File: src/sbus_params.svh
// constants for the serial bus addressing and framing block
// assumes a 100 MHz clock_i and byte-wide frames in binary mode
`ifndef SBUS_PARAMS_SVH
`define SBUS_PARAMS_SVH

`define SBUS_ADDR_BCAST 8'h00
`define SBUS_ADDR_MAX 8'hf7
`define SBUS_FRAME_MIN 9'h004
`define SBUS_FRAME_MAX 9'h100
`define SBUS_DATA_MAX 8'hfc
`define SBUS_CRC_INIT 16'hffff
`define SBUS_CRC_POLY 16'ha001
`define SBUS_FC_WR_COIL 8'h05
`define SBUS_FC_WR_REG 8'h06
`define SBUS_FC_WR_COILS 8'h0f
`define SBUS_FC_WR_REGS 8'h10
`define SBUS_CLK_MHZ 100
`define SBUS_RESP_TIMEOUT_MS 1000
`define SBUS_TURNAROUND_MS 100
`define SBUS_MS_CYCLES(ms) ((ms) * 1000 * `SBUS_CLK_MHZ)

`endif

File: src/sbus_pkg.sv
// types and shared arithmetic for both bus ends
// assumes sbus_params.svh is on the include path
`include "sbus_params.svh"

package sbus_pkg;

    typedef enum logic [7:0] {
        SM_IDLE = 8'h01,
        SM_ADDR = 8'h02,
        SM_FUNC = 8'h04,
        SM_DATA = 8'h08,
        SM_CRCL = 8'h10,
        SM_CRCH = 8'h20,
        SM_WAIT = 8'h40,
        SM_TURN = 8'h80
    } sbus_mst_state_t;

    typedef enum logic [6:0] {
        SS_IDLE = 7'h01,
        SS_TAKE = 7'h02,
        SS_SKIP = 7'h04,
        SS_RADDR = 7'h08,
        SS_RBODY = 7'h10,
        SS_RCRCL = 7'h20,
        SS_RCRCH = 7'h40
    } sbus_slv_state_t;

    // one byte of the reflected check code, low bit first
    function automatic logic [15:0] sbus_crc_step(input logic [15:0] c, input logic [7:0] d);
        logic [15:0] r;
        r = c ^ {8'h00, d};
        for (int i = 0; i < 8; i++)
        begin
            r = r[0] ? ((r >> 1) ^ `SBUS_CRC_POLY) : (r >> 1);
        end
        return r;
    endfunction

    // write-type function codes, the only ones allowed by broadcast
    function automatic logic sbus_is_write(input logic [7:0] f);
        return (f == `SBUS_FC_WR_COIL) || (f == `SBUS_FC_WR_REG) ||
               (f == `SBUS_FC_WR_COILS) || (f == `SBUS_FC_WR_REGS);
    endfunction

    // individual slave address range, zero and reserved excluded
    function automatic logic sbus_is_slave_addr(input logic [7:0] a);
        return (a != `SBUS_ADDR_BCAST) && (a <= `SBUS_ADDR_MAX);
    endfunction

endpackage

File: src/sbus_link_if.sv
// byte-stream link between the master end and one slave end
// assumes both ends share clock_i; the bench joins one slave
`timescale 1ns/1ps
`default_nettype none

interface sbus_link_if;
    // master to slave request bytes
    logic m2s_valid;
    logic [7:0] m2s_data;
    logic m2s_last;
    logic m2s_ready;
    // slave to master reply bytes
    logic s2m_valid;
    logic [7:0] s2m_data;
    logic s2m_last;
    logic s2m_ready;

    modport mst (output m2s_valid, m2s_data, m2s_last, s2m_ready,
                 input m2s_ready, s2m_valid, s2m_data, s2m_last);
    modport slv (input m2s_valid, m2s_data, m2s_last, s2m_ready,
                 output m2s_ready, s2m_valid, s2m_data, s2m_last);
endinterface

`default_nettype wire

File: src/sbus_buf2.sv
// two-entry buffer with valid and ready on both sides
// assumes one clock; full drops in_ready, so nothing is lost
`timescale 1ns/1ps
`default_nettype none

module sbus_buf2 #(
    parameter int W = 10
) (
    // clock and reset
    input wire logic clock_i,
    input wire logic rst_i,
    // filling side
    input wire logic in_valid_i,
    input wire logic [W-1:0] in_data_i,
    output logic in_ready_o,
    // draining side
    output logic out_valid_o,
    output logic [W-1:0] out_data_o,
    input wire logic out_ready_i
);
    logic [W-1:0] mem_r [2];
    logic wp_r;
    logic rp_r;
    logic [1:0] cnt_r;
    logic push;
    logic pop;

    assign in_ready_o = (cnt_r != 2'd2);
    assign out_valid_o = (cnt_r != 2'd0);
    assign out_data_o = mem_r[rp_r];
    assign push = in_valid_i && in_ready_o;
    assign pop = out_valid_o && out_ready_i;

    // storage, no reset needed for the words themselves
    always_ff @(posedge clock_i)
    begin
        if (push)
        begin
            mem_r[wp_r] <= in_data_i;
        end
    end

    // pointers and fill level
    always_ff @(posedge clock_i or posedge rst_i)
    begin
        if (rst_i)
        begin
            wp_r <= 1'b0;
            rp_r <= 1'b0;
            cnt_r <= 2'd0;
        end
        else
        begin
            wp_r <= wp_r ^ push;
            rp_r <= rp_r ^ pop;
            cnt_r <= cnt_r + {1'b0, push} - {1'b0, pop};
        end
    end
endmodule

`default_nettype wire

File: src/sbus_slave.sv
// slave end: address filter, frame check and reply framing
// assumes the physical layer flags character errors on line_err_i
`timescale 1ns/1ps
`default_nettype none
`include "sbus_params.svh"

module sbus_slave
    import sbus_pkg::*;
(
    // clock and reset
    input wire logic clock_i,
    input wire logic rst_i,
    // configuration and physical layer status
    input wire logic [7:0] own_addr_i,
    input wire logic line_err_i,
    // received request toward the application
    output logic rq_valid_o,
    output logic [7:0] rq_data_o,
    output logic rq_last_o,
    output logic rq_good_o,
    output logic rq_bcast_o,
    input wire logic rq_ready_i,
    // reply body from the application: function code then data
    input wire logic rp_valid_i,
    input wire logic [7:0] rp_data_i,
    input wire logic rp_last_i,
    output logic rp_ready_o,
    // reply pending flag for the application
    output logic rp_pending_o,
    // bus side
    sbus_link_if.slv link
);
    sbus_slv_state_t state_r;
    logic [15:0] crc_r;
    logic [15:0] crc_nxt;
    logic [8:0] cnt_r;
    logic err_r;
    logic bcast_r;
    logic own_ok;
    logic rx_take;
    logic buf_in_ready;
    logic buf_push;
    logic frame_good;
    logic [9:0] buf_in;
    logic [9:0] buf_out;
    logic tx_fire;

    ////////////////////////////////////////////////////////////////////
    // receive side

    // a misconfigured address is never answered, so it cannot clash
    assign own_ok = sbus_is_slave_addr(own_addr_i);
    assign rx_take = link.m2s_valid && link.m2s_ready;

    // only idle or mid-frame states listen; skip always drains
    always_comb
    begin
        case (state_r)
            SS_IDLE: link.m2s_ready = buf_in_ready;
            SS_TAKE: link.m2s_ready = buf_in_ready;
            SS_SKIP: link.m2s_ready = 1'b1;
            default: link.m2s_ready = 1'b0;
        endcase
    end

    // check code takes the request byte in idle and take, own_addr_i for the reply address, else rp_data_i
    always_comb
    begin
        if (state_r == SS_IDLE)
        begin
            crc_nxt = sbus_crc_step(`SBUS_CRC_INIT, link.m2s_data);
        end
        else if (state_r == SS_TAKE)
        begin
            crc_nxt = sbus_crc_step(crc_r, link.m2s_data);
        end
        else if (state_r == SS_RADDR)
        begin
            crc_nxt = sbus_crc_step(`SBUS_CRC_INIT, own_addr_i);
        end
        else
        begin
            crc_nxt = sbus_crc_step(crc_r, rp_data_i);
        end
    end

    // whole frame incl. check bytes leaves a zero residue
    assign frame_good = !err_r && !line_err_i && (crc_nxt == 16'h0000) &&
                        (cnt_r + 9'd1 >= `SBUS_FRAME_MIN) && (cnt_r < `SBUS_FRAME_MAX);

    // accepted frames only; the last word carries the verdict
    assign buf_push = rx_take && ((state_r == SS_TAKE) ||
                      ((state_r == SS_IDLE) && own_ok &&
                       ((link.m2s_data == own_addr_i) ||
                        (link.m2s_data == `SBUS_ADDR_BCAST))));
    assign buf_in = {link.m2s_last, link.m2s_last && frame_good, link.m2s_data};

    sbus_buf2 #(
        .W(10)
    ) u_rq_buf (
        .clock_i(clock_i),
        .rst_i(rst_i),
        .in_valid_i(buf_push),
        .in_data_i(buf_in),
        .in_ready_o(buf_in_ready),
        .out_valid_o(rq_valid_o),
        .out_data_o(buf_out),
        .out_ready_i(rq_ready_i)
    );

    assign rq_data_o = buf_out[7:0];
    assign rq_good_o = buf_out[8];
    assign rq_last_o = buf_out[9];
    assign rq_bcast_o = bcast_r;

    // frame byte count, saturating just above the longest frame
    always_ff @(posedge clock_i or posedge rst_i)
    begin
        if (rst_i)
        begin
            cnt_r <= 9'd0;
        end
        else if (rx_take && (state_r == SS_IDLE))
        begin
            cnt_r <= 9'd1;
        end
        else if (rx_take && (cnt_r <= `SBUS_FRAME_MAX))
        begin
            cnt_r <= cnt_r + 9'd1;
        end
    end

    // sticky frame error: char error or overlong frame
    always_ff @(posedge clock_i or posedge rst_i)
    begin
        if (rst_i)
        begin
            err_r <= 1'b0;
        end
        else if (rx_take && (state_r == SS_IDLE))
        begin
            err_r <= line_err_i;
        end
        else if (rx_take)
        begin
            err_r <= err_r || line_err_i || (cnt_r >= `SBUS_FRAME_MAX);
        end
    end

    // remember whether the frame was a broadcast
    always_ff @(posedge clock_i or posedge rst_i)
    begin
        if (rst_i)
        begin
            bcast_r <= 1'b0;
        end
        else if (rx_take && (state_r == SS_IDLE))
        begin
            bcast_r <= (link.m2s_data == `SBUS_ADDR_BCAST);
        end
    end

    ////////////////////////////////////////////////////////////////////
    // reply side

    assign tx_fire = link.s2m_valid && link.s2m_ready;
    assign rp_pending_o = (state_r == SS_RADDR) || (state_r == SS_RBODY);

    // transmitter is silent outside the reply states
    always_comb
    begin
        link.s2m_valid = 1'b0;
        link.s2m_data = 8'h00;
        link.s2m_last = 1'b0;
        rp_ready_o = 1'b0;
        case (state_r)
            SS_RADDR:
            begin
                link.s2m_valid = 1'b1;
                link.s2m_data = own_addr_i;
            end
            SS_RBODY:
            begin
                link.s2m_valid = rp_valid_i;
                link.s2m_data = rp_data_i;
                rp_ready_o = link.s2m_ready;
            end
            SS_RCRCL:
            begin
                link.s2m_valid = 1'b1;
                link.s2m_data = crc_r[7:0];
            end
            SS_RCRCH:
            begin
                link.s2m_valid = 1'b1;
                link.s2m_data = crc_r[15:8];
                link.s2m_last = 1'b1;
            end
            default:
            begin
                link.s2m_valid = 1'b0;
            end
        endcase
    end

    // running check code, receive and transmit share it
    always_ff @(posedge clock_i or posedge rst_i)
    begin
        if (rst_i)
        begin
            crc_r <= `SBUS_CRC_INIT;
        end
        else if (rx_take || (tx_fire && ((state_r == SS_RADDR) || (state_r == SS_RBODY))))
        begin
            crc_r <= crc_nxt;
        end
    end

    // frame sequencer
    always_ff @(posedge clock_i or posedge rst_i)
    begin
        if (rst_i)
        begin
            state_r <= SS_IDLE;
        end
        else
        begin
            case (state_r)
                SS_IDLE:
                begin
                    if (rx_take && !link.m2s_last)
                    begin
                        state_r <= buf_push ? SS_TAKE : SS_SKIP;
                    end
                end
                SS_TAKE:
                begin
                    if (rx_take && link.m2s_last)
                    begin
                        // one reply per good unicast request only
                        state_r <= (frame_good && !bcast_r) ? SS_RADDR : SS_IDLE;
                    end
                end
                SS_SKIP:
                begin
                    if (rx_take && link.m2s_last)
                    begin
                        state_r <= SS_IDLE;
                    end
                end
                SS_RADDR:
                begin
                    if (tx_fire)
                    begin
                        state_r <= SS_RBODY;
                    end
                end
                SS_RBODY:
                begin
                    if (tx_fire && rp_last_i)
                    begin
                        state_r <= SS_RCRCL;
                    end
                end
                SS_RCRCL:
                begin
                    if (tx_fire)
                    begin
                        state_r <= SS_RCRCH;
                    end
                end
                SS_RCRCH:
                begin
                    if (tx_fire)
                    begin
                        state_r <= SS_IDLE;
                    end
                end
                default:
                begin
                    state_r <= SS_IDLE;
                end
            endcase
        end
    end
endmodule

`default_nettype wire

File: src/flat_wrapper.sv
// flat-port wrapper written by rule: the top's interface ports become plain ports
module sbus_slave_flat import sbus_pkg::*;
  (clock_i, rst_i, own_addr_i, line_err_i, rq_valid_o, rq_data_o, rq_last_o, rq_good_o, rq_bcast_o, rq_ready_i, rp_valid_i, rp_data_i, rp_last_i, rp_ready_o, rp_pending_o, link_m2s_valid, link_m2s_data, link_m2s_last, link_s2m_ready, link_m2s_ready, link_s2m_valid, link_s2m_data, link_s2m_last);
  sbus_link_if link_i ();
  input wire logic clock_i;
  input wire logic rst_i;
  input wire logic [7:0] own_addr_i;
  input wire logic line_err_i;
  output logic rq_valid_o;
  output logic [7:0] rq_data_o;
  output logic rq_last_o;
  output logic rq_good_o;
  output logic rq_bcast_o;
  input wire logic rq_ready_i;
  input wire logic rp_valid_i;
  input wire logic [7:0] rp_data_i;
  input wire logic rp_last_i;
  output logic rp_ready_o;
  output logic rp_pending_o;
  input wire logic [$bits(link_i.m2s_valid)-1:0] link_m2s_valid;
  input wire logic [$bits(link_i.m2s_data)-1:0] link_m2s_data;
  input wire logic [$bits(link_i.m2s_last)-1:0] link_m2s_last;
  input wire logic [$bits(link_i.s2m_ready)-1:0] link_s2m_ready;
  output wire logic [$bits(link_i.m2s_ready)-1:0] link_m2s_ready;
  output wire logic [$bits(link_i.s2m_valid)-1:0] link_s2m_valid;
  output wire logic [$bits(link_i.s2m_data)-1:0] link_s2m_data;
  output wire logic [$bits(link_i.s2m_last)-1:0] link_s2m_last;
  assign link_i.m2s_valid = link_m2s_valid;
  assign link_i.m2s_data = link_m2s_data;
  assign link_i.m2s_last = link_m2s_last;
  assign link_i.s2m_ready = link_s2m_ready;
  assign link_m2s_ready = link_i.m2s_ready;
  assign link_s2m_valid = link_i.s2m_valid;
  assign link_s2m_data = link_i.s2m_data;
  assign link_s2m_last = link_i.s2m_last;
  sbus_slave u_core (.clock_i(clock_i), .rst_i(rst_i), .own_addr_i(own_addr_i), .line_err_i(line_err_i), .rq_valid_o(rq_valid_o), .rq_data_o(rq_data_o), .rq_last_o(rq_last_o), .rq_good_o(rq_good_o), .rq_bcast_o(rq_bcast_o), .rq_ready_i(rq_ready_i), .rp_valid_i(rp_valid_i), .rp_data_i(rp_data_i), .rp_last_i(rp_last_i), .rp_ready_o(rp_ready_o), .rp_pending_o(rp_pending_o), .link(link_i));
endmodule
File: config.mk
export PLATFORM = sky130hd
export DESIGN_NAME = sbus_slave_flat
export DESIGN_NICKNAME = d
export VERILOG_FILES = /design/src/sbus_pkg.sv /design/src/sbus_link_if.sv /design/src/sbus_buf2.sv /design/src/sbus_slave.sv /design/src/flat_wrapper.sv
export VERILOG_INCLUDE_DIRS = /design/src /design/src/src
export SDC_FILE = /design/constraint.sdc
export NUM_CORES = 1
export LEC_CHECK = 0
export BUFFER_PORTS_ARGS = -buffer_cell sky130_fd_sc_hd__buf_2
export CAP_MARGIN = 15
export CORE_UTILIZATION = 39
export DETAILED_ROUTE_END_ITERATION = 7
export GPL_ROUTABILITY_DRIVEN = 0
export SYNTH_ARGS = -nofsm -noshare
export SYNTH_HDL_FRONTEND = slang
export SYNTH_SLANG_ARGS = --single-unit
export TNS_END_PERCENT = 5
File: constraint.sdc
create_clock -name clock_i -period 2.56 [get_ports clock_i]
set_input_delay 0 -clock clock_i [delete_from_list [all_inputs] [get_ports clock_i]]
set_output_delay 0 -clock clock_i [all_outputs]
set_load 0.01 [all_outputs]
* After elaboration in Yosys (flattened, before gate mapping)
Memory sizes are Yosys's and may differ from the RTL's. Index checks and enable logic that the tools add are counted.
Word-level totals: logic and storage cells 166, memories 1, output and inout bits 25, register bits after elaboration 38, RAM bits 20
Cells by class: reductions and logical operators 39, equality and inequality tests 16, $lt $le $gt $ge 5, bitwise operators 38, add/sub/neg operators 3, muxes and demuxes 56
Memories:
- u_core.u_rq_buf.mem_r | words 2, bits a word 10, read ports 1, clocked after Yosys merged registers in 0, write ports 1, line sbus_buf2.sv:21 | logic [W-1:0] mem_r [2];
Operator list (number):
- $mux W16 | 35
- $not A2 Y3 | 32
- $mux W7 | 7
- $pmux W7 S7 | 1
- $not A8 Y16 | 2
- $pmux W8 S4 | 1
- $xor A16 B8 Y16 | 2
- $logic_and A1 B1 Y1 | 20
- $mux W9 | 2
- $logic_not A16 Y1 | 1
- $add A9 B1 Y9 const B | 1
- $ge A9 B3 Y1 const B | 1
- $ge A9 B9 Y1 const B | 1
- $le A9 B9 Y1 const B | 1
- $lt A9 B9 Y1 const B | 1
- $eq A8 B8 Y1 | 1
- $le A8 B8 Y1 const B | 1
- $logic_not A8 Y1 | 1
- $ne A2 B1 Y1 const B | 4
- $ne A2 B2 Y1 const B | 4
- $reduce_bool A8 Y1 | 1
- $eq A7 B1 Y1 const B | 1
- $eq A7 B2 Y1 const B | 1
- $eq A7 B3 Y1 const B | 1
- 17 further kinds | 34

* Longest topological paths before layout
depth in word-level cells 28, gate-level depth with buffers 13, mapped depth without buffers 12

* Cells and area by module
From an unflattened synthesis, not the netlist that was laid out.
Unflattened totals: cells, all modules 464, area total of the unflattened synthesis 4500.6 um^2
By module, submodules not included:
- sbus_slave | area an instance 3549.7 um^2, cells each 409, instances 1
- sbus_buf2 | area an instance 950.9 um^2, cells each 55, instances 1

* Worst setup path before layout
OpenSTA, ideal clock, no wires.
kind register -> register, start point reg u_core.state_r[0], end point reg u_core.u_rq_buf.cnt_r[1], period minus slack after synthesis 2957 ps, path buffers 1, cell stages (with the launch flop) 13, library setup time 123 ps, slack -397 ps, data arrival time 2835 ps, cell sequence dfstp_2 > buf_2 > nor3b_1 > o21ai_0 > o21bai_1 > nand2_1 > nor2_1 > inv_1 > ha_1 > inv_1 > ha_1 > xnor2_1 > xnor2_1
On the way: longest elaborated chain between the ends 8, elaborated cells on any way between the ends 13, those cells by class 2 x add/sub; 3 x eq/ne; 1 x mux; 7 x reduce/logical
Ends and longest elaborated chain:
- from (decl) | line sbus_slave.sv:33 | sbus_slv_state_t state_r;
- from (signal assigned) | line sbus_slave.sv:233 | state_r <= buf_push ? SS_TAKE : SS_SKIP;
- from (signal assigned) | line sbus_slave.sv:241 | state_r <= (frame_good && !bcast_r) ? SS_RADDR : SS_IDLE;
- $eq A7 B1 Y1 / $eq A7 B2 Y1 (equally long branches) | line sbus_slave.sv:58 | case (state_r)
- $reduce_or A2 Y1 (no source line)
- $pmux W1 S2 * | line sbus_slave.sv:58
- named net link_m2s_ready | line flat_wrapper.sv:24 | output wire logic [$bits(link_i.m2s_ready)-1:0] link_m2s_ready;
- $logic_and A1 B1 Y1 * | line sbus_slave.sv:53 | assign rx_take = link.m2s_valid && link.m2s_ready;
- $logic_and A1 B1 Y1 * | line sbus_slave.sv:92 | assign buf_push = rx_take && ((state_r == SS_TAKE) ||
- $logic_and A1 B1 Y1 * | line sbus_buf2.sv:31 | assign push = in_valid_i && in_ready_o;
- $add A2 B1 Y2 * | line sbus_buf2.sv:56 | cnt_r <= cnt_r + {1'b0, push} - {1'b0, pop};
- $sub A2 B1 Y2 * | line sbus_buf2.sv:56
- to (signal assigned) | line sbus_buf2.sv:56
- to (decl) | line sbus_buf2.sv:24 | logic [1:0] cnt_r;
The timed path passes the listed nets; every way through them passes the cells marked *. A chain may end at the register's enable or synchronous reset.

* Final worst setup path
start point reg u_core.state_r[6], end point reg u_core.state_r[3]
On the way: longest elaborated chain between the ends 12, elaborated cells on any way between the ends 35, those cells by class 14 x eq/ne; 8 x mux; 13 x reduce/logical
Ends and longest elaborated chain:
- $eq A7 B4 Y1 | line sbus_slave.sv:77, sbus_slave.sv:176, sbus_slave.sv:228
- $mux W16 | line sbus_slave.sv:77 | else if (state_r == SS_RADDR)
- $mux W16 | line sbus_slave.sv:73 | else if (state_r == SS_TAKE)
- $mux W16 | line sbus_slave.sv:69 | if (state_r == SS_IDLE)
- $logic_not A16 Y1 | line sbus_slave.sv:88 | assign frame_good = !err_r && !line_err_i && (crc_nxt == 16'h0000) &&
- $logic_and A1 B1 Y1 (3 in series) | line sbus_slave.sv:88
- $logic_and A1 B1 Y1 | line sbus_slave.sv:241
- $mux W4 | line sbus_slave.sv:241
- $mux W7 | line sbus_slave.sv:238 | if (rx_take && link.m2s_last)
- $pmux W7 S7 | line sbus_slave.sv:228 | case (state_r)
Parallel ways exist; a longest one is shown, timed or not. The select of a mux whose other input is x is not followed.

==> flow_summary.yaml <==
floorplan:
  fp.dieW_um: 108.7
  ios: 58
  start_util_pct: 40.40
  core_um2: 10980
  fp-row-count: 38
  die_y_um: 108.7
  die_area_um2: 11810
power_and_ir_drop:
  power.total_w: 0.007836
  vdd_drop_max_mv: 0.7058
  p_per_area_nw_per_um2: 1293
  p_leak_nw: 2.694
routing:
  wl_per_cell_um: 17.62
  viasPerCell: 5.476
  first_pass_iters: 5
  drc: 0
  initialDrtViolationCount: 352
  finalWirelength_um: 13390
  final_antenna_net_count: 0
  via_count: 4162
outcome:
  outcome: "finished with violations"
  violations: "negative setup slack"
synth:
  synthesis.area_um2: 4437
  synth_seq_cells: 58
  synth_cell_types: 66
  netlist_instances: 477
  yosys_warnings: 0
  syn-num-nets: 528
  synth_edf_count: 20
  ys.flop_type: "dfrtp_1"
  syn_avg_cell_area_um2: 9.301
  async_flop_share_pct: 65.52
  ys_seq_area_share_pct: 35.45
cells_and_area:
  utilization_pct: 55.19
  layout_commonest_cell: "buf_4"
  area_growth_pct: 36.63
  layout.nets: 666
  drive_gt1_share_pct: 37.10
  mostFrequentLayoutCells: "84 x buf_4, 57 x buf_2, 42 x nand2_1, 40 x nor2_1, 36 x xnor2_1"
  antennaDiodeCount: 0
timing:
  tightest_slew_ns: 0.9715
  whs_ns: 0.005770
  relSlewSlack_pct: 35.16
  max_freq_mhz: 378.7
  timing.final.crit_share_pct: 103.1
  drv_slew: 0
  fin_ws_ns: -0.08044
  hold_viol: 0
  tns_ns: -0.2274
  fin_crit_ns: 2.640
  setup_viol: 4
  clock_skew_ns: 0.005497
  grt_setup_unrepaired: "yes"
critical_path:
  worstPathCellList: "nor4_4 > buf_4 > nand2_1 > or4_1 > o311a_1 > and4b_1 > o2111ai_1 > or3_4 > o22ai_2"
  arrival_ns: 2.89
  r2r_setup_slack_ns: -0.08
  critPathMaxFanout: 6
  critical_path_class: "flip-flop to flip-flop"
  crit_path_end_kind: "flip-flop"
  cp_data_required_time_ns: 2.81
  critPathMaxStageDelay_ns: 0.48
  critPathSlowestCell: "or4_1"
  critPathLaunchType: "flip-flop"
grt:
  grt_start_max_net_pins: 25
  grt_pass1_vias: 4054
  overflow: 0
  antenna_found_initial: 0
  grt_pass1_wl_um: 21470
  grt_usage_pct: 24.31
placed_design:
  pre_cts_ws_ns: -0.1928
  numPortBuffers: 57
  hpwl_um: 10260
clocking:
  root_buffer: "clkbuf_16"
  h-tree-depth: 3
  clkTransAtPathRegs_ns: 0.05
  clk_path_buf_depth: 2
  clock_latency_ns: 0.32
  cts_buffers: 9
  numClockSinks: 58
  cts_tree: "yes"
min_path:
  hold_class: "input port to flip-flop"
job:
  maxCapViolations: 0
[stage by stage]
| stage | std cells | area [µm²] |
|---|---|---|
| floorplan | 477 | 4503 |
| global placement | 724 | 5444 |
| detailed placement | 724 | 5444 |
| CTS | 759 | 6007 |
| global route | 760 | 6062 |
| finish | 760 | 6062 |
[state kept, by name (all words and copies together), names as in the netlist]
| signal | count |
|---|---|
| u_core.cnt_r | 9 |
| u_core.crc_r | 16 |
| u_core.err_r | 1 |
| u_core.rq_bcast_o | 1 |
| u_core.state_r | 7 |
| u_core.u_rq_buf.cnt_r | 2 |
| u_core.u_rq_buf.mem_r | 20 |
| u_core.u_rq_buf.rp_r | 1 |
| u_core.u_rq_buf.wp_r | 1 |
[timing repair]
| action | in CTS | in global routing |
|---|---|---|
| pin swaps | 12 | 6 |
| hold endpoints to repair | 35 | 0 |
| setup endpoints to repair | 12 | 16 |
| cloned | 0 | 0 |
| gates resized for setup | 18 | 13 |
| buffers inserted | 10 | 1 |
| hold buffers | 9 | 0 |
[path summary, 6_finish.rpt]
| kind | from | end | depth (start not counted) |
|---|---|---|---|
| setup / recovery | u_core.state_r[6]$_DFFE_PP0P_ | u_core.state_r[3]$_DFFE_PP0P_ | 9 |
| hold / removal | link_m2s_data[4] | u_core.u_rq_buf.mem_r[0][4]$_DFFE_PP_ | 1 |
| setup reg to reg | u_core.state_r[6]$_DFFE_PP0P_ | u_core.state_r[3]$_DFFE_PP0P_ | 9 |
| hold reg to reg | u_core.crc_r[7]$_DFFE_PP1P_ | u_core.crc_r[7]$_DFFE_PP1P_ | 2 |
| max in group asynchronous | rst_i | u_core.crc_r[5]$_DFFE_PP1P_ | 4 |
| min in group asynchronous | rst_i | u_core.err_r$_DFFE_PP0P_ | 3 |
[cell usage after synthesis, drive strengths merged, types with 7 or more instances]
cell,n,area share [%]
inv,24,2.0
nand2b,7,0.99
nand2,44,3.7
a21oi,14,1.7
edfxtp,20,14
a22oi,20,3.4
dfstp,17,10
nor3,14,1.6
mux2,17,4.3
dfrtp,21,12
ha,18,5.1
xnor2,44,8.9
xor2,20,4.1
o21ai,27,3.0
nor2,42,3.6
nand4,7,0.99
and2,8,1.1
clkbuf,22,1.9
[critical path, delay by kind of cell, from the launching register on]
family | cells | cell delay, ns
flip-flops | 1 | 0.44
AO/OA/AOI/OAI | 3 | 0.38
AND/OR/NAND/NOR | 5 | 1.54
buffers and inverters | 1 | 0.18
[metal layers]
layer  up-vias  global-route usage [%]  part of all wire [%]
li1       1972                       -                     -
met1      2002                   33.75                    48
met2       152                   37.75                    44
met3        36                   3.407                   5.0
met4         0                   10.62                   3.1
met5         -                       0                     0
[where the power goes]
| part | switching (W) | total, W | internal, W |
|---|---|---|---|
| clock network | 0.000419 | 0.00117 | 0.000749 |
| logic | 0.00238 | 0.00508 | 0.00270 |
| registers | 0.000312 | 0.00159 | 0.00128 |
[cell type report]
cell class	count	area (µm²)
clock buffer	11	232.7
clock inverter	5	55.05
fill	978	4921
inverter	24	90.09
multi-input combinational	369	2877
sequential	58	1575
tap	140	175.2
timing repair buffer	153	1057
[logic make-up after synthesis]
family | after synthesis | synth area share, %
AOI/OAI and AO/OA | 96 | 14.55
xor gates and xnor gates | 71 | 16.55
adders and majority gates | 18 | 5.076
buffers and inverters | 50 | 4.399
DFF | 58 | 35.45
muxes | 18 | 4.540
and+or+nand+nor | 166 | 19.43
Power figures use the tool's default switching activity.
